[src/hw/ccc_pkg.sv]
/*
 * charger control shared constants.
 * assumes one 25 MHz clock on both ends.
 */
package ccc_pkg;
    localparam int CLK_HZ = 25_000_000;
    // frame identifiers, base format
    localparam int ID_W = 11;
    localparam logic [10:0] CTRL_ID = 11'h190;
    localparam logic [10:0] STAT_ID = 11'h191;
    localparam int DATA_W = 64;
    // control frame fields
    localparam int VOLT_LSB = 0;
    localparam int VOLT_W = 20;
    localparam int STAGE_BIT = 20;
    localparam int CLEAR_BIT = 21;
    localparam int CURR_LSB = 32;
    localparam int CURR_W = 18;
    // status frame fields
    localparam int ST_VOLT_LSB = 0;
    localparam int ST_CURR_LSB = 20;
    localparam int ST_OUT_BIT = 40;
    localparam int ST_MODE_BIT = 41;
    localparam int ST_WDOG_BIT = 42;
    localparam int ST_OVP_BIT = 43;
    localparam int ST_OCP_BIT = 44;
    localparam int ST_GEN_BIT = 45;
    // bit rates and clocks per bit
    typedef enum logic [2:0] {
        CCC_RATE_1M = 3'b000,
        CCC_RATE_800K = 3'b001,
        CCC_RATE_500K = 3'b010,
        CCC_RATE_250K = 3'b011,
        CCC_RATE_125K = 3'b100
    } ccc_rate_t;
    localparam logic [7:0] DIV_1M = 8'(CLK_HZ / 1000000);
    localparam logic [7:0] DIV_800K = 8'(CLK_HZ / 800000);
    localparam logic [7:0] DIV_500K = 8'(CLK_HZ / 500000);
    localparam logic [7:0] DIV_250K = 8'(CLK_HZ / 250000);
    localparam logic [7:0] DIV_125K = 8'(CLK_HZ / 125000);
    // timing: 100 ms, 300 ms, 1 ms
    localparam int CTRL_PERIOD_CYC = CLK_HZ / 1000 * 100;
    localparam int WDOG_CYC = CLK_HZ / 1000 * 300;
    localparam int FILT_CYC = CLK_HZ / 1000;
    localparam int STAT_PERIOD_BITS = 1000;
    localparam int PROF_N = 4;
    localparam logic [17:0] RAMP_STEP = 18'h00001;
    typedef enum logic [0:0] {
        CCC_MODE_BUS = 1'b0,
        CCC_MODE_PROFILE = 1'b1
    } ccc_mode_t;
endpackage

[src/hw/ccc_link_if.sv]
/*
 * controller to receiver unit link: word-level frames, two pins.
 * assumes one shared clock; frames are one-cycle strobes.
 */
`timescale 1ns/100ps
interface ccc_link_if;
    import ccc_pkg::*;
    logic rx_valid;
    logic [10:0] rx_id;
    logic [63:0] rx_data;
    logic tx_valid;
    logic [10:0] tx_id;
    logic [63:0] tx_data;
    logic charge_request_input;
    logic sleep_input;
    modport receiver_unit (
        input rx_valid, rx_id, rx_data, charge_request_input, sleep_input,
        output tx_valid, tx_id, tx_data
    );
    modport controller (
        output rx_valid, rx_id, rx_data, charge_request_input, sleep_input,
        input tx_valid, tx_id, tx_data
    );
endinterface // ccc_link_if

[src/hw/ccc_pin_filter.sv]
/*
 * synchroniser and glitch filter for one pin.
 * assumes an asynchronous pin; level follows after STABLE_CYC stable cycles.
 */
`timescale 1ns/100ps
module ccc_pin_filter #(
    parameter int STABLE_CYC = 25000
) (
    input wire logic clock,
    input wire logic sys_rst,
    input wire logic pin,
    output logic level
);
    logic meta_ff;
    logic sync_ff;
    logic level_ff;
    logic [31:0] cnt_ff;
    logic [31:0] nxt_cnt;
    wire differs = sync_ff != level_ff;
    wire done = cnt_ff >= 32'(STABLE_CYC - 1);
    assign nxt_cnt = (differs && !done) ? cnt_ff + 32'h00000001 : 32'h00000000;
    always_ff @(posedge clock) begin
        meta_ff <= pin;
        sync_ff <= meta_ff;
    end
    always_ff @(posedge clock) begin
        if (sys_rst) begin
            level_ff <= 1'b0;
            cnt_ff <= 32'h00000000;
        end else begin
            cnt_ff <= nxt_cnt;
            if (differs && done) begin
                level_ff <= sync_ff;
            end
        end
    end
    assign level = level_ff;
endmodule // ccc_pin_filter

[src/hw/ccc_receiver_unit.sv]
/*
 * receiver unit: modes, control decode, watchdog, trips, profiles, status.
 * assumes one-cycle frame strobes; the power stage follows the outputs.
 */
// Function
// (RULE1) exactly two modes: bus and profile
// (RULE2) bus mode unless strapped
// (RULE3) base frames with 11-bit identifiers
// (RULE4) 1M default, four other rates
// (RULE5) voltage target bits 0..19, 1 mV
// (RULE6) current down at target voltage
// (RULE7) stage request bit 20; trips clear on off-on
// (RULE8) fault clear bit 21 clears other faults
// (RULE9) clear leaves trips latched
// (RULE10) current limit bits 32..49, 1 mA
// (RULE11) no frames: output off, fault
// (RULE12) controller sends control frame every 100 ms
// (RULE13) four stored profiles, one selected
// (RULE14) controller drives charge request high/low
// (RULE15) profile mode charges while request high
// (RULE16) sleep input high sleeps, under one second
// (RULE17) asleep: no charging, no frames
// (RULE18) controller sleeps unit only when not charging
// (RULE19) profile: commands ignored, status sent
// (RULE20) watchdog count configurable, restarts on frame
// (RULE21) pins synchronised and glitch filtered
`timescale 1ns/100ps
module ccc_receiver_unit
    import ccc_pkg::*;
#(
    parameter int WDOG_CYCLES = WDOG_CYC,
    parameter int FILT_CYCLES = FILT_CYC,
    parameter int STAT_BITS = STAT_PERIOD_BITS
) (
    input wire logic clock,
    input wire logic sys_rst,
    ccc_link_if.receiver_unit link,
    input wire logic cfg_profile_mode,
    input wire logic [2:0] cfg_rate_sel,
    input wire logic [1:0] cfg_profile_sel,
    input wire logic prof_wr,
    input wire logic [1:0] prof_idx,
    input wire logic [19:0] prof_volt,
    input wire logic [17:0] prof_curr,
    input wire logic [19:0] bat_volt,
    input wire logic ovp_event,
    input wire logic ocp_event,
    input wire logic gen_fault_event,
    output logic out_enable,
    output logic [19:0] volt_target,
    output logic [17:0] curr_cmd,
    output logic sleeping,
    output logic profile_mode,
    output logic link_timeout_fault,
    output logic overvoltage_trip,
    output logic overcurrent_trip,
    output logic gen_fault
);
    function automatic logic [7:0] rate_div(input logic [2:0] sel);
        case (sel)
            CCC_RATE_800K: rate_div = DIV_800K;
            CCC_RATE_500K: rate_div = DIV_500K;
            CCC_RATE_250K: rate_div = DIV_250K;
            CCC_RATE_125K: rate_div = DIV_125K;
            default: rate_div = DIV_1M;
        endcase
    endfunction

    ////////////////////////////////////////////////////////////////////////
    // pins
    logic charge_req;
    logic sleep_req;
    ccc_pin_filter #(.STABLE_CYC(FILT_CYCLES)) u_charge_filt ( // [RULE21]
        .clock(clock),
        .sys_rst(sys_rst),
        .pin(link.charge_request_input),
        .level(charge_req)
    );
    ccc_pin_filter #(.STABLE_CYC(FILT_CYCLES)) u_sleep_filt ( // [RULE21] [RULE16]
        .clock(clock),
        .sys_rst(sys_rst),
        .pin(link.sleep_input),
        .level(sleep_req)
    );

    ////////////////////////////////////////////////////////////////////////
    // mode, captured once after reset release
    ccc_mode_t mode_ff;
    logic cfg_done_ff;
    always_ff @(posedge clock) begin
        if (sys_rst) begin
            mode_ff <= CCC_MODE_BUS; // [RULE2]
            cfg_done_ff <= 1'b0;
        end else if (!cfg_done_ff) begin
            mode_ff <= cfg_profile_mode ? CCC_MODE_PROFILE : CCC_MODE_BUS; // [RULE1]
            cfg_done_ff <= 1'b1;
        end
    end
    wire in_bus = mode_ff == CCC_MODE_BUS;

    ////////////////////////////////////////////////////////////////////////
    // control frame decode
    wire frame_ok = link.rx_valid && link.rx_id == CTRL_ID && !sleep_req; // [RULE3] [RULE17]
    wire ctrl_hit = frame_ok && in_bus; // [RULE19]
    wire new_stage = link.rx_data[STAGE_BIT]; // [RULE7]
    wire new_clear = link.rx_data[CLEAR_BIT]; // [RULE8]
    logic [19:0] bus_volt_ff;
    logic [17:0] bus_curr_ff;
    logic stage_ff;
    always_ff @(posedge clock) begin
        if (sys_rst) begin
            bus_volt_ff <= 20'h00000;
            bus_curr_ff <= 18'h00000;
            stage_ff <= 1'b0;
        end else if (ctrl_hit) begin
            bus_volt_ff <= link.rx_data[VOLT_LSB +: VOLT_W]; // [RULE5]
            bus_curr_ff <= link.rx_data[CURR_LSB +: CURR_W]; // [RULE10]
            stage_ff <= new_stage;
        end
    end
    // off-on edge re-arms trips
    wire stage_rise = ctrl_hit && new_stage && !stage_ff; // [RULE7]

    ////////////////////////////////////////////////////////////////////////
    // watchdog held at zero in profile mode and asleep
    logic [31:0] wdog_ff;
    logic [31:0] nxt_wdog;
    wire wdog_expire = in_bus && !sleep_req && wdog_ff >= 32'(WDOG_CYCLES - 1);
    assign nxt_wdog = (ctrl_hit || !in_bus || sleep_req || wdog_expire) ? 32'h00000000
        : wdog_ff + 32'h00000001; // [RULE20]
    always_ff @(posedge clock) begin
        if (sys_rst) begin
            wdog_ff <= 32'h00000000;
        end else begin
            wdog_ff <= nxt_wdog;
        end
    end

    ////////////////////////////////////////////////////////////////////////
    // faults; set beats clear
    logic wdog_flt_ff;
    logic ovp_ff;
    logic ocp_ff;
    logic gen_ff;
    wire clear_hit = ctrl_hit && new_clear;
    always_ff @(posedge clock) begin
        if (sys_rst) begin
            wdog_flt_ff <= 1'b0;
            ovp_ff <= 1'b0;
            ocp_ff <= 1'b0;
            gen_ff <= 1'b0;
        end else begin
            wdog_flt_ff <= wdog_expire || (wdog_flt_ff && !clear_hit); // [RULE11] [RULE8]
            gen_ff <= gen_fault_event || (gen_ff && !clear_hit); // [RULE8]
            ovp_ff <= ovp_event || (ovp_ff && !stage_rise); // [RULE9] [RULE7]
            ocp_ff <= ocp_event || (ocp_ff && !stage_rise); // [RULE9] [RULE7]
        end
    end
    wire any_fault = wdog_flt_ff || ovp_ff || ocp_ff || gen_ff;

    ////////////////////////////////////////////////////////////////////////
    // profile table
    logic [19:0] prof_v_mem [PROF_N];
    logic [17:0] prof_i_mem [PROF_N];
    always_ff @(posedge clock) begin
        if (prof_wr) begin
            prof_v_mem[prof_idx] <= prof_volt; // [RULE13]
            prof_i_mem[prof_idx] <= prof_curr;
        end
    end
    wire [19:0] sel_volt = in_bus ? bus_volt_ff : prof_v_mem[cfg_profile_sel]; // [RULE13]
    wire [17:0] sel_curr = in_bus ? bus_curr_ff : prof_i_mem[cfg_profile_sel];

    ////////////////////////////////////////////////////////////////////////
    // output enable and current regulation
    wire want_on = in_bus ? stage_ff : charge_req; // [RULE15]
    wire nxt_out = want_on && !any_fault && !sleep_req && !wdog_expire; // [RULE11] [RULE17]
    logic out_ff;
    logic [19:0] volt_ff;
    logic [17:0] curr_ff;
    logic [17:0] nxt_curr;
    wire at_target = bat_volt >= sel_volt;
    logic bit_tick;
    always_comb begin
        nxt_curr = sel_curr;
        if (!nxt_out) begin
            nxt_curr = 18'h00000;
        end else if (at_target) begin
            // one step down per bit tick
            nxt_curr = curr_ff;
            if (bit_tick && curr_ff != 18'h00000) begin
                nxt_curr = curr_ff - RAMP_STEP; // [RULE6]
            end
        end else if (curr_ff > sel_curr) begin
            nxt_curr = sel_curr; // [RULE10]
        end
    end
    always_ff @(posedge clock) begin
        if (sys_rst) begin
            out_ff <= 1'b0;
            volt_ff <= 20'h00000;
            curr_ff <= 18'h00000;
        end else begin
            out_ff <= nxt_out;
            volt_ff <= sel_volt;
            curr_ff <= nxt_curr;
        end
    end

    ////////////////////////////////////////////////////////////////////////
    // bit-rate divider and periodic status frame
    logic [7:0] div_ff;
    logic [15:0] bits_ff;
    wire [7:0] div_top = rate_div(cfg_rate_sel); // [RULE4]
    assign bit_tick = div_ff >= div_top - 8'h01;
    wire stat_due = bit_tick && bits_ff >= 16'(STAT_BITS - 1);
    always_ff @(posedge clock) begin
        if (sys_rst) begin
            div_ff <= 8'h00;
            bits_ff <= 16'h0000;
        end else begin
            div_ff <= bit_tick ? 8'h00 : div_ff + 8'h01;
            if (stat_due) begin
                bits_ff <= 16'h0000;
            end else if (bit_tick) begin
                bits_ff <= bits_ff + 16'h0001;
            end
        end
    end
    logic tx_valid_ff;
    logic [63:0] tx_data_ff;
    logic [63:0] stat_word;
    always_comb begin
        stat_word = 64'h0000000000000000;
        stat_word[ST_VOLT_LSB +: VOLT_W] = volt_ff;
        stat_word[ST_CURR_LSB +: CURR_W] = curr_ff;
        stat_word[ST_OUT_BIT] = out_ff;
        stat_word[ST_MODE_BIT] = mode_ff;
        stat_word[ST_WDOG_BIT] = wdog_flt_ff;
        stat_word[ST_OVP_BIT] = ovp_ff;
        stat_word[ST_OCP_BIT] = ocp_ff;
        stat_word[ST_GEN_BIT] = gen_ff;
    end
    always_ff @(posedge clock) begin
        if (sys_rst) begin
            tx_valid_ff <= 1'b0;
            tx_data_ff <= 64'h0000000000000000;
        end else begin
            tx_valid_ff <= stat_due && !sleep_req; // [RULE19] [RULE17]
            // payload moves only with a sent frame
            if (stat_due && !sleep_req) begin
                tx_data_ff <= stat_word;
            end
        end
    end
    assign link.tx_valid = tx_valid_ff;
    assign link.tx_id = STAT_ID; // [RULE3]
    assign link.tx_data = tx_data_ff;

    assign out_enable = out_ff;
    assign volt_target = volt_ff;
    assign curr_cmd = curr_ff;
    assign sleeping = sleep_req;
    assign profile_mode = !in_bus;
    assign link_timeout_fault = wdog_flt_ff;
    assign overvoltage_trip = ovp_ff;
    assign overcurrent_trip = ocp_ff;
    assign gen_fault = gen_ff;
endmodule // ccc_receiver_unit

[src/flat_wrapper.sv]
// flat-port wrapper written by rule: the top's interface ports become plain ports
module ccc_receiver_unit_flat import ccc_pkg::*;
#(
    parameter int WDOG_CYCLES = WDOG_CYC,
    parameter int FILT_CYCLES = FILT_CYC,
    parameter int STAT_BITS = STAT_PERIOD_BITS
)
  (clock, sys_rst, cfg_profile_mode, cfg_rate_sel, cfg_profile_sel, prof_wr, prof_idx, prof_volt, prof_curr, bat_volt, ovp_event, ocp_event, gen_fault_event, out_enable, volt_target, curr_cmd, sleeping, profile_mode, link_timeout_fault, overvoltage_trip, overcurrent_trip, gen_fault, link_rx_valid, link_rx_id, link_rx_data, link_charge_request_input, link_sleep_input, link_tx_valid, link_tx_id, link_tx_data);
  ccc_link_if link_i ();
  input wire logic clock;
  input wire logic sys_rst;
  input wire logic cfg_profile_mode;
  input wire logic [2:0] cfg_rate_sel;
  input wire logic [1:0] cfg_profile_sel;
  input wire logic prof_wr;
  input wire logic [1:0] prof_idx;
  input wire logic [19:0] prof_volt;
  input wire logic [17:0] prof_curr;
  input wire logic [19:0] bat_volt;
  input wire logic ovp_event;
  input wire logic ocp_event;
  input wire logic gen_fault_event;
  output logic out_enable;
  output logic [19:0] volt_target;
  output logic [17:0] curr_cmd;
  output logic sleeping;
  output logic profile_mode;
  output logic link_timeout_fault;
  output logic overvoltage_trip;
  output logic overcurrent_trip;
  output logic gen_fault;
  input wire logic [$bits(link_i.rx_valid)-1:0] link_rx_valid;
  input wire logic [$bits(link_i.rx_id)-1:0] link_rx_id;
  input wire logic [$bits(link_i.rx_data)-1:0] link_rx_data;
  input wire logic [$bits(link_i.charge_request_input)-1:0] link_charge_request_input;
  input wire logic [$bits(link_i.sleep_input)-1:0] link_sleep_input;
  output wire logic [$bits(link_i.tx_valid)-1:0] link_tx_valid;
  output wire logic [$bits(link_i.tx_id)-1:0] link_tx_id;
  output wire logic [$bits(link_i.tx_data)-1:0] link_tx_data;
  assign link_i.rx_valid = link_rx_valid;
  assign link_i.rx_id = link_rx_id;
  assign link_i.rx_data = link_rx_data;
  assign link_i.charge_request_input = link_charge_request_input;
  assign link_i.sleep_input = link_sleep_input;
  assign link_tx_valid = link_i.tx_valid;
  assign link_tx_id = link_i.tx_id;
  assign link_tx_data = link_i.tx_data;
  ccc_receiver_unit #(.WDOG_CYCLES(WDOG_CYCLES), .FILT_CYCLES(FILT_CYCLES), .STAT_BITS(STAT_BITS)) u_core (.clock(clock), .sys_rst(sys_rst), .link(link_i), .cfg_profile_mode(cfg_profile_mode), .cfg_rate_sel(cfg_rate_sel), .cfg_profile_sel(cfg_profile_sel), .prof_wr(prof_wr), .prof_idx(prof_idx), .prof_volt(prof_volt), .prof_curr(prof_curr), .bat_volt(bat_volt), .ovp_event(ovp_event), .ocp_event(ocp_event), .gen_fault_event(gen_fault_event), .out_enable(out_enable), .volt_target(volt_target), .curr_cmd(curr_cmd), .sleeping(sleeping), .profile_mode(profile_mode), .link_timeout_fault(link_timeout_fault), .overvoltage_trip(overvoltage_trip), .overcurrent_trip(overcurrent_trip), .gen_fault(gen_fault));
endmodule
[config.mk]
export PLATFORM = sky130hd
export DESIGN_NAME = ccc_receiver_unit_flat
export DESIGN_NICKNAME = d
export VERILOG_FILES = /design/src/hw/ccc_pkg.sv /design/src/hw/ccc_link_if.sv /design/src/hw/ccc_pin_filter.sv /design/src/hw/ccc_receiver_unit.sv /design/src/flat_wrapper.sv
export SDC_FILE = /design/constraint.sdc
export NUM_CORES = 1
export LEC_CHECK = 0
export ABC_AREA = 1
export ABC_CLOCK_PERIOD_IN_PS = 4850
export CAP_MARGIN = 15
export CELL_PAD_IN_SITES_DETAIL_PLACEMENT = 1
export CELL_PAD_IN_SITES_GLOBAL_PLACEMENT = 1
export CORE_AREA = 4 4 251 180
export DETAILED_ROUTE_END_ITERATION = 8
export DIE_AREA = 0 0 255 184
export DONT_BUFFER_PORTS = 1
export GPL_TIMING_DRIVEN = 1
export PLACE_DENSITY = 0.66
export SETUP_SLACK_MARGIN = 0.15
export SYNTH_ARGS = -nofsm -noshare
export SYNTH_HDL_FRONTEND = slang
export SYNTH_SLANG_ARGS = --single-unit
export TNS_END_PERCENT = 5
[constraint.sdc]
create_clock -name clock -period 4.85 [get_ports clock]
set_input_delay 0.7275 -clock clock [delete_from_list [all_inputs] [get_ports clock]]
set_output_delay 0.7275 -clock clock [all_outputs]
set_load 0.005 [all_outputs]
[Word level (Yosys, flattened, before mapping)]
Memories as Yosys holds them, arrays and structs flattened.
Cells that the tools add are included.
Storage, ports and cells
  bits in registers: 255
  bits in latches: 0
  RAM bits: 152
  ROM bits: 0
  output and inout port bits: 121
  memories kept: 2
Memory list
  u_core.prof_v_mem: depth 4, bits a word 20, read ports 1, clocked after Yosys merged registers in 0, write ports 1, line ccc_receiver_unit.sv:163  | logic [19:0] prof_v_mem [PROF_N];
  u_core.prof_i_mem: depth 4, bits a word 18, read ports 1, clocked after Yosys merged registers in 0, write ports 1, line ccc_receiver_unit.sv:164  | logic [17:0] prof_i_mem [PROF_N];
Operators by class
  $add $sub $neg: 7
  multipliers: 0
  div/mod/pow operators: 0
  magnitude comparators: 6
  eq/ne operators: 8
  shifts and indexed selects: 0
  muxes and demuxes: 10
  bitwise gates (word level): 4
  reduce and logical (&&, ||, !) cells: 47
Operators with widths (count)
  $add 32x1->32 const B: 3
  $ge 32x15->1 const B: 2
  $mux 18: 3
  $ge 32x23->1 const B: 1
  $pmux 8 s4: 1
  $logic_and 1x1->1: 22
  $ge 20x20->1: 1
  $mux 20: 1
  $reduce_bool 18->1: 1
  $sub 18x1->18 const B: 1
  $add 16x1->16 const B: 1
  $ge 16x10->1 const B: 1
  $reduce_or 2->1: 6
  $eq 11x9->1 const B: 1
  $logic_or 1x1->1: 10
  $add 8x1->8 const B: 1
  $ge 8x8->1: 1
  $logic_not 1->1: 8
  $sub 8x1->8 const B: 1
  $eq 3x2->1 const B: 2
  $mux 1: 5
  $not 1->1: 4
  $eq 3x1->1 const B: 1
  $eq 3x3->1 const B: 1
  2 further kinds: 3

[Longest topological paths before layout]
Gate-level depths: netlist (run 1).
  word-level depth: 9
  mapped depth: 22
  gate-level depth less buffers: 19

[Modules after synthesis]
Synthesis (run 1) repeated with hierarchy kept, for this count alone.
Second synthesis, totals
  cells, all modules: 1959
  area total of the unflattened synthesis: 17280.3 um^2
By module, submodules not included
  ccc_receiver_unit: times used 1, cells an instance 1627, area an instance 14625.3 um^2, seq. area each 8267.9 um^2
  ccc_pin_filter: times used 2, cells an instance 166, area an instance 1327.5 um^2, seq. area each 700.7 um^2

[Worst setup path after synthesis (run 1)]
Ideal clock, no wire load.
  kind: input to register
  from: in prof_idx[1]
  to: mem u_core.prof_i_mem[0][0], enable pin
  arrival: 3.417 ns
  data required time: 4.369 ns
  slack: 0.952 ns
  stages on the path: 1
  path buffers: 0
  path through: nor3_1
RTL lines
  start: declaration: line flat_wrapper.sv:16  | input wire logic [1:0] prof_idx;
  end: declaration: line ccc_receiver_unit.sv:164
No word-level cell before the write port.

[Worst setup path after layout (run 1)]
  from: in cfg_profile_sel[0]
  to: reg u_core.curr_ff[13], in the netlist u_core.curr_cmd[13]
Between the ends
  word-level cells in the longest chain between the ends: 4
RTL lines
  start: declaration: line flat_wrapper.sv:14  | input wire logic [1:0] cfg_profile_sel;
  $mem_v2 4x20
  $mux 20: line ccc_receiver_unit.sv:171  | wire [19:0] sel_volt = in_bus ? bus_volt_ff : prof_v_mem[cfg_profile_sel];
  $ge 20x20->1: line ccc_receiver_unit.sv:182  | wire at_target = bat_volt >= sel_volt;
  $ne 2x2->1 (no source line) or $mux 18 (tied branches)
  end signal: assignment: line ccc_receiver_unit.sv:206  | curr_ff <= nxt_curr;
  end: declaration: line ccc_receiver_unit.sv:180  | logic [17:0] curr_ff;
Parallel ways exist; a longest one is shown, timed or not.
A chain may end at the register's enable or synchronous reset.

==> impl_metrics.csv, run 1 <==
group,metric,value,unit
outcome,run_status,"complete, no violations",
yosys,yosysSeqAreaShare,57.1,%
floorplan,die_h,184,µm
sta,finClkSkew,0.0249,ns
yosys,ys.flop_type,"dfxtp_1",
global_routing,grt_max_degree,78,
critical_path,setup.worst_path.start_class,"input pin",
global_routing,grt-ovfl-total,0,
pwr,p_leak,7.05,nW
sta,tns,0,ns
floorplan,dieWidth,255,µm
critical_path,crit_path_max_fanout,77,
critical_path,required,5.33,ns
yosys,synthArstFlopShare,0,%
sta,finalMaxSlewViolations,0,
yosys,ys_warn_count,0,
routing,drtAntennaViolNets,0,
clock_network,cts_hold_buf,0,
clock_network,cts_tree,"built",
layout,final_area,18900,µm²
sta,rsz0062_at_grt,"no",
sta,hold_viol_final,0,
clock_network,clock-sinks,407,
global_routing,globalRouteTotalUtil,19.4,%
yosys,yosysUniqueCellTypes,44,
yosys,synth_cells,1896,
sta,worst_pin_slew,0.962,ns
job,maxCapViolCount,0,
layout,syn_to_final_growth,11.5,%
routing,top_layer_used,"met5",
worst_hold_path,hp-class,"in -> reg",
sta,relSlewSlack,35.8,%
yosys,netlist_area,16900,µm²
critical_path,worstSetupEndpointType,"flip-flop",
yosys,synth-edff-count,152,
critical_path,crit_type,"in -> reg",
routing,vias_per_cell,4.98,
routing,initialDrtViolationCount,719,
routing,drc,0,
routing,met3_wirelength,2.50,mm
floorplan,core-area,42900,µm²
routing,first_pass_iters,4,
sta,fin_crit_sh,72.0,%
clock_network,post-cts-setup-buffer-count,0,
routing,routedWlPerCell,18.4,µm
global_routing,grt_pass1_vias,12700,
clock_network,clk_latency,0.56,ns
yosys,synth_seq_cells,407,
floorplan,start_util,39.4,%
clock_network,numCtsBuffers,42,
clock_network,clk_path_buf_depth,3,
sta,min_period,3.49,ns
yosys,syn_avg_cell_area,8.93,µm²
layout,drive_gt1_share,6.71,%
routing,dr_total_vias,12500,
critical_path,arrival,3.98,ns
sta,setup_viol,0,
layout,nets,2106,
sta,clock.fmax,0.286,GHz
floorplan,die_area,46900,µm²
routing,routed_wirelength,46.3,mm
floorplan,rows,64,
pwr,ir_worst_vdd,276,µV
clock_network,htree_levels,2,
place,gp_congestion,0.807,
floorplan,pin_count,271,
place,place.port_buffers,0,
pwr,power_density,391,nW/µm²
clock_network,root_buffer,"clkbuf_16",
clock_network,clk_pin_slew,0.06,ns
clock_network,cts_resized,0,
global_routing,antenna_found_initial,3,
place,placed_cell_area,17500,µm²
global_routing,grt_pass1_wl,71.5,mm
place,dp_hpwl,32.7,mm
routing,m1WireLength,21.9,mm
routing,wl_met2,21.1,mm
## flip-flops by register name, indices dropped and copies added (netlist names), 8 cells and up
register                     count
u_core.bus_volt_ff              20
u_core.link.tx_data             44
u_core.u_sleep_filt.cnt_ff      32
u_core.volt_target              20
u_core.wdog_ff                  32
u_core.bus_curr_ff              18
u_core.bits_ff                  16
u_core.prof_i_mem               72
u_core.curr_cmd                 18
u_core.u_charge_filt.cnt_ff     32
u_core.div_ff                    8
u_core.prof_v_mem               80
## path summary, 6_finish.rpt
| path | startpoint | end | slack (ns) | cells past startpoint |
|---|---|---|---|---|
| max | cfg_profile_sel[0] | u_core.curr_cmd[13]$_SDFFE_PP0P_ | 1.36 | 13 |
| min | link_charge_request_input | u_core.u_charge_filt.meta_ff$_DFF_P_ | 0.20 | 0 |
| min reg2reg | u_core.u_charge_filt.meta_ff$_DFF_P_ | u_core.u_charge_filt.sync_ff$_DFF_P_ | 0.33 | 0 |
| max reg2reg | u_core.profile_mode$_SDFFE_PP0N_ | u_core.curr_cmd[13]$_SDFFE_PP0P_ | 1.61 | 16 |
## synthesized netlist by cell type, types with 22 or more instances
| cell type | instances | area (µm²) |
|---|---|---|
| clkbuf_1 | 42 | 158 |
| inv_1 | 156 | 586 |
| edfxtp_1 | 152 | 4560 |
| o22ai_1 | 22 | 138 |
| nand2_1 | 360 | 1350 |
| xor2_1 | 34 | 298 |
| buf_2 | 23 | 115 |
| nor3_1 | 25 | 125 |
| nand3_1 | 117 | 586 |
| buf_4 | 37 | 278 |
| o21ai_0 | 134 | 671 |
| nor2_1 | 237 | 890 |
| ha_1 | 35 | 438 |
| dfxtp_1 | 255 | 5100 |
| a21oi_1 | 132 | 661 |
## report_power, final
| part | switching [mW] | internal [mW] | total (mW) |
|---|---|---|---|
| clock | 1.37 | 1.92 | 3.29 |
| sequential | 0.0421 | 3.65 | 3.69 |
| combinational | 0.280 | 0.120 | 0.400 |
| total | 1.69 | 5.69 | 7.38 |
## layout make-up
type | count | area [µm²]
clock buffer | 54 | 1170
timing repair buffer | 15 | 138
antenna | 2 | 5.00
multi-input combinational | 1290 | 6340
clock inverter | 21 | 235
sequential | 407 | 9670
inverter | 165 | 619
tap | 561 | 702
fill | 4992 | 24000
## layout by cell type, fill, tap and decap left out, types with 3 or more instances in the layout
cell,count
nand2_1,360
dfxtp_1,254
nor2_1,237
inv_1,156
edfxtp_1,152
o21ai_0,134
a21oi_1,132
nand3_1,116
conb_1,74
clkbuf_16,43
ha_1,35
xor2_1,34
o22ai_1,22
nor3_1,21
o21ai_1,18
nand4_1,18
nor4_1,18
buf_4,13
nor3_2,11
clkinv_2,10
inv_2,9
xnor2_1,9
nor2_2,7
clkbuf_1,6
o21a_1,5
clkbuf_8,5
nor3b_1,4
nand2_2,4
nor2_4,4
bufinv_16,4
nand3_2,3
o211ai_1,3
a31oi_1,3
## metrics by stage
stage	power, mW	instances	hold WS (ns)	util, %	worst slack (ns)
2_1_floorplan	4.08	1968	0.310	-	0.952
3_3_place_gp	4.15	2438	0.318	40.7	0.896
3_5_place_dp	4.17	2438	0.315	40.7	0.783
4_1_cts	7.48	2513	0.178	44.0	1.37
5_1_grt	7.70	2515	0.179	44.0	1.04
6_report	7.38	2515	0.205	44.0	1.36
## cell families after synthesis
kind of cell	synth area share (%)
fa+ha+maj	2.59
other cells	0.0444
buf+inv	7.19
flops	57.1
simple gates	20.8
compound gates	10.0
xor+xnor	2.22
## routing by layer
| layer | global-route usage [%] | vias up |
|---|---|---|
| li1 | - | 6251 |
| met3 | 4.75 | 55 |
| met1 | 26.8 | 6013 |
| met4 | 4.14 | 2 |
| met5 | 0 | - |
| met2 | 31.4 | 202 |
## critical path, stage by stage
cell,delay [ns]
inv_2,0.35
o21ai_0,0.29
o22ai_1,0.09
o21ai_0,0.66
ha_1,0.39
a21o_1,0.20
nor2_1,0.11
nand2_1,0.11
a21oi_4,0.40
nand3_1,0.27
nand3_1,0.16
nand2_1,0.06
nor2_1,0.10
Note: power is estimated with default switching activity, not from simulation.
==> run 2, diff against run 1 <==
Settings changed: ABC_CLOCK_PERIOD_IN_PS 4850 to 3600.
Clock period 4.85 ns to 3.6 ns, I/O delays scaled along.
==> impl_metrics.csv, run 2 (synthesis gave the netlist of run 1 again) <==
group,metric,value,unit
outcome,run_status,"complete, no violations",
pwr,total_power,9.99,mW
critical_path,arrival,3.66,ns
clock_network,root_buffer,"clkbuf_16",
place,dp_hpwl,33.4,mm
global_routing,grt_max_degree,80,
floorplan,pin_count,271,
critical_path,crit_path_cell_trace,"clkinvlp_4, buf_4, o21ai_0, ha_1, nand2_1, inv_1, nand2_1, nand2_1, nand2_1, nand2_1, a21oi_4, nand3_1, nand3_1, nand2_1, nor2_1",
critical_path,cp_num_buf_inv,3,
clock_network,clk_latency,0.57,ns
layout,final_area,19100,µm²
sta,holdWs,0.0434,ns
layout,final_cell_mix,"nand2_1 (360), dfxtp_1 (254), nor2_1 (237), inv_1 (154), edfxtp_1 (152)",
layout,largest_register,"u_core.prof_v_mem",
sta,finClkSkew,0.0137,ns
place,gp_congestion,0.808,
critical_path,path_common_cell,"nand2_1",
critical_path,crit_path_max_fanout,18,
layout,syn_to_final_growth,12.6,%
clock_network,cts_tree,"built",
pwr,ir_worst_vdd,323,µV
sta,min_period,3.16,ns
critical_path,cpLargestDelayFamily,"simple AND/OR/NAND/NOR gates",
layout,largest_reg_flops,80,
critical_path,required,4.10,ns
critical_path,crit_type,"reg -> reg",
floorplan,rows,64,
critical_path,r2r_slack,0.44,ns
clock_network,htree_levels,2,
critical_path,critPathMaxStageDelay,0.38,ns
place,placed_cell_area,17600,µm²
clock_network,clock-sinks,407,
critical_path,setup.worst_path.start_class,"flip-flop",
floorplan,start_util,39.4,%
sta,setup_viol,0,
global_routing,grt-ovfl-total,0,
sta,relSlewSlack,44.3,%
pwr,power_density,524,nW/µm²
sta,finalMaxSlewViolations,0,
global_routing,grt_pass1_vias,12800,
floorplan,core-area,42900,µm²
layout,drive_gt1_share,7.49,%
routing,routed_wirelength,47.2,mm
floorplan,die_h,184,µm
routing,dr_total_vias,12800,
layout,nets,2126,
critical_path,slowest_stage,"a21oi_4",
global_routing,antenna_found_initial,1,
pwr,p_leak,7.14,nW
floorplan,dieWidth,255,µm
sta,fin_crit_sh,87.8,%
routing,routedWlPerCell,18.6,µm
clock_network,clk_path_buf_depth,3,
critical_path,worstSetupEndpointType,"flip-flop",
sta,worst_pin_slew,0.836,ns
sta,tns,0,ns
sta,clock.fmax,0.316,GHz
sta,rsz0062_at_grt,"yes",
job,maxCapViolCount,0,
layout,antenna_cells,0,
sta,hold_viol_final,0,
clock_network,post-cts-setup-buffer-count,0,
layout,final_common_cell,"nand2_1",
routing,drc,0,
clock_network,numCtsBuffers,43,
global_routing,globalRouteTotalUtil,19.8,%
floorplan,die_area,46900,µm²
routing,first_pass_iters,4,
clock_network,clk_pin_slew,0.06,ns
place,place.port_buffers,0,
global_routing,grt_pass1_wl,72.8,mm
worst_hold_path,hp-class,"in -> reg",
routing,drtAntennaViolNets,0,
routing,vias_per_cell,5.03,
routing,initialDrtViolationCount,682,
## run 2: cell count changes in the layout (fill, tap and decap cells not counted), moves of 2 or more
| cell | before | now |
|---|---|---|
| diode_2 | 2 | 0 |
| inv_1 | 156 | 154 |
| clkinv_2 | 10 | 8 |
| clkinv_1 | 2 | 7 |
| clkbuf_8 | 5 | 7 |
| dlygate4sd3_1 | 0 | 2 |
| buf_4 | 13 | 30 |
| clkinvlp_4 | 1 | 3 |
## run 2: per-layer routing
layer	share of wire, %	GRT usage [%]
met1	47	26.8
met2	47	32.8
met3	5.1	4.51
met4	1.7	4.27
met5	0	0
## run 2: where the power goes
group          internal, mW  switching, mW
logic                 0.180          0.385
registers              4.92         0.0596
clock network          2.57           1.87
total                  7.67           2.32
## run 2: cell type report
class                      count  area (µm²)
clock buffer                  57        1200
clock inverter                22         220
fill                        4978       23900
inverter                     165         623
multi-input combinational   1290        6360
sequential                   407        9670
tap                          561         702
timing repair buffer          34         285
## run 2: worst register-to-register path, stage by stage, from the launching register on
cell and delay, ns:
dfxtp_2 0.35, clkinvlp_4 0.33, buf_4 0.35, o21ai_0 0.32, ha_1 0.32, nand2_1 0.08, inv_1 0.05, nand2_1 0.06
nand2_1 0.07, nand2_1 0.07, nand2_1 0.09, a21oi_4 0.38, nand3_1 0.29, nand3_1 0.16, nand2_1 0.06, nor2_1 0.11
## run 2: metrics by stage
step                setup slack [ns]  std cells  util (%)
global route                   0.105       2536      44.4
detailed placement             0.111       2455      41.0
finish                         0.440       2536      44.4
CTS                            0.317       2536      44.4
global placement               0.167       2455      41.0
floorplan                     -0.110       1968         -
## run 2: worst paths after layout
| check | endpoint | from | depth (start not counted) |
|---|---|---|---|
| setup / recovery | u_core.curr_cmd[14]$_SDFFE_PP0P_ | u_core.profile_mode$_SDFFE_PP0N_ | 15 |
| hold / removal | u_core.link.tx_data[1]$_SDFFE_PP0P_ | sys_rst | 1 |
| setup reg to reg | u_core.curr_cmd[14]$_SDFFE_PP0P_ | u_core.profile_mode$_SDFFE_PP0N_ | 15 |
| hold reg to reg | u_core.u_charge_filt.sync_ff$_DFF_P_ | u_core.u_charge_filt.meta_ff$_DFF_P_ | 0 |
## run 2: timing repair
action,4_1_cts,5_1_grt
endpoints found under the hold margin,2,0
gates resized for setup,0,2
endpoints found under the setup margin,0,17
hold buffers,2,0
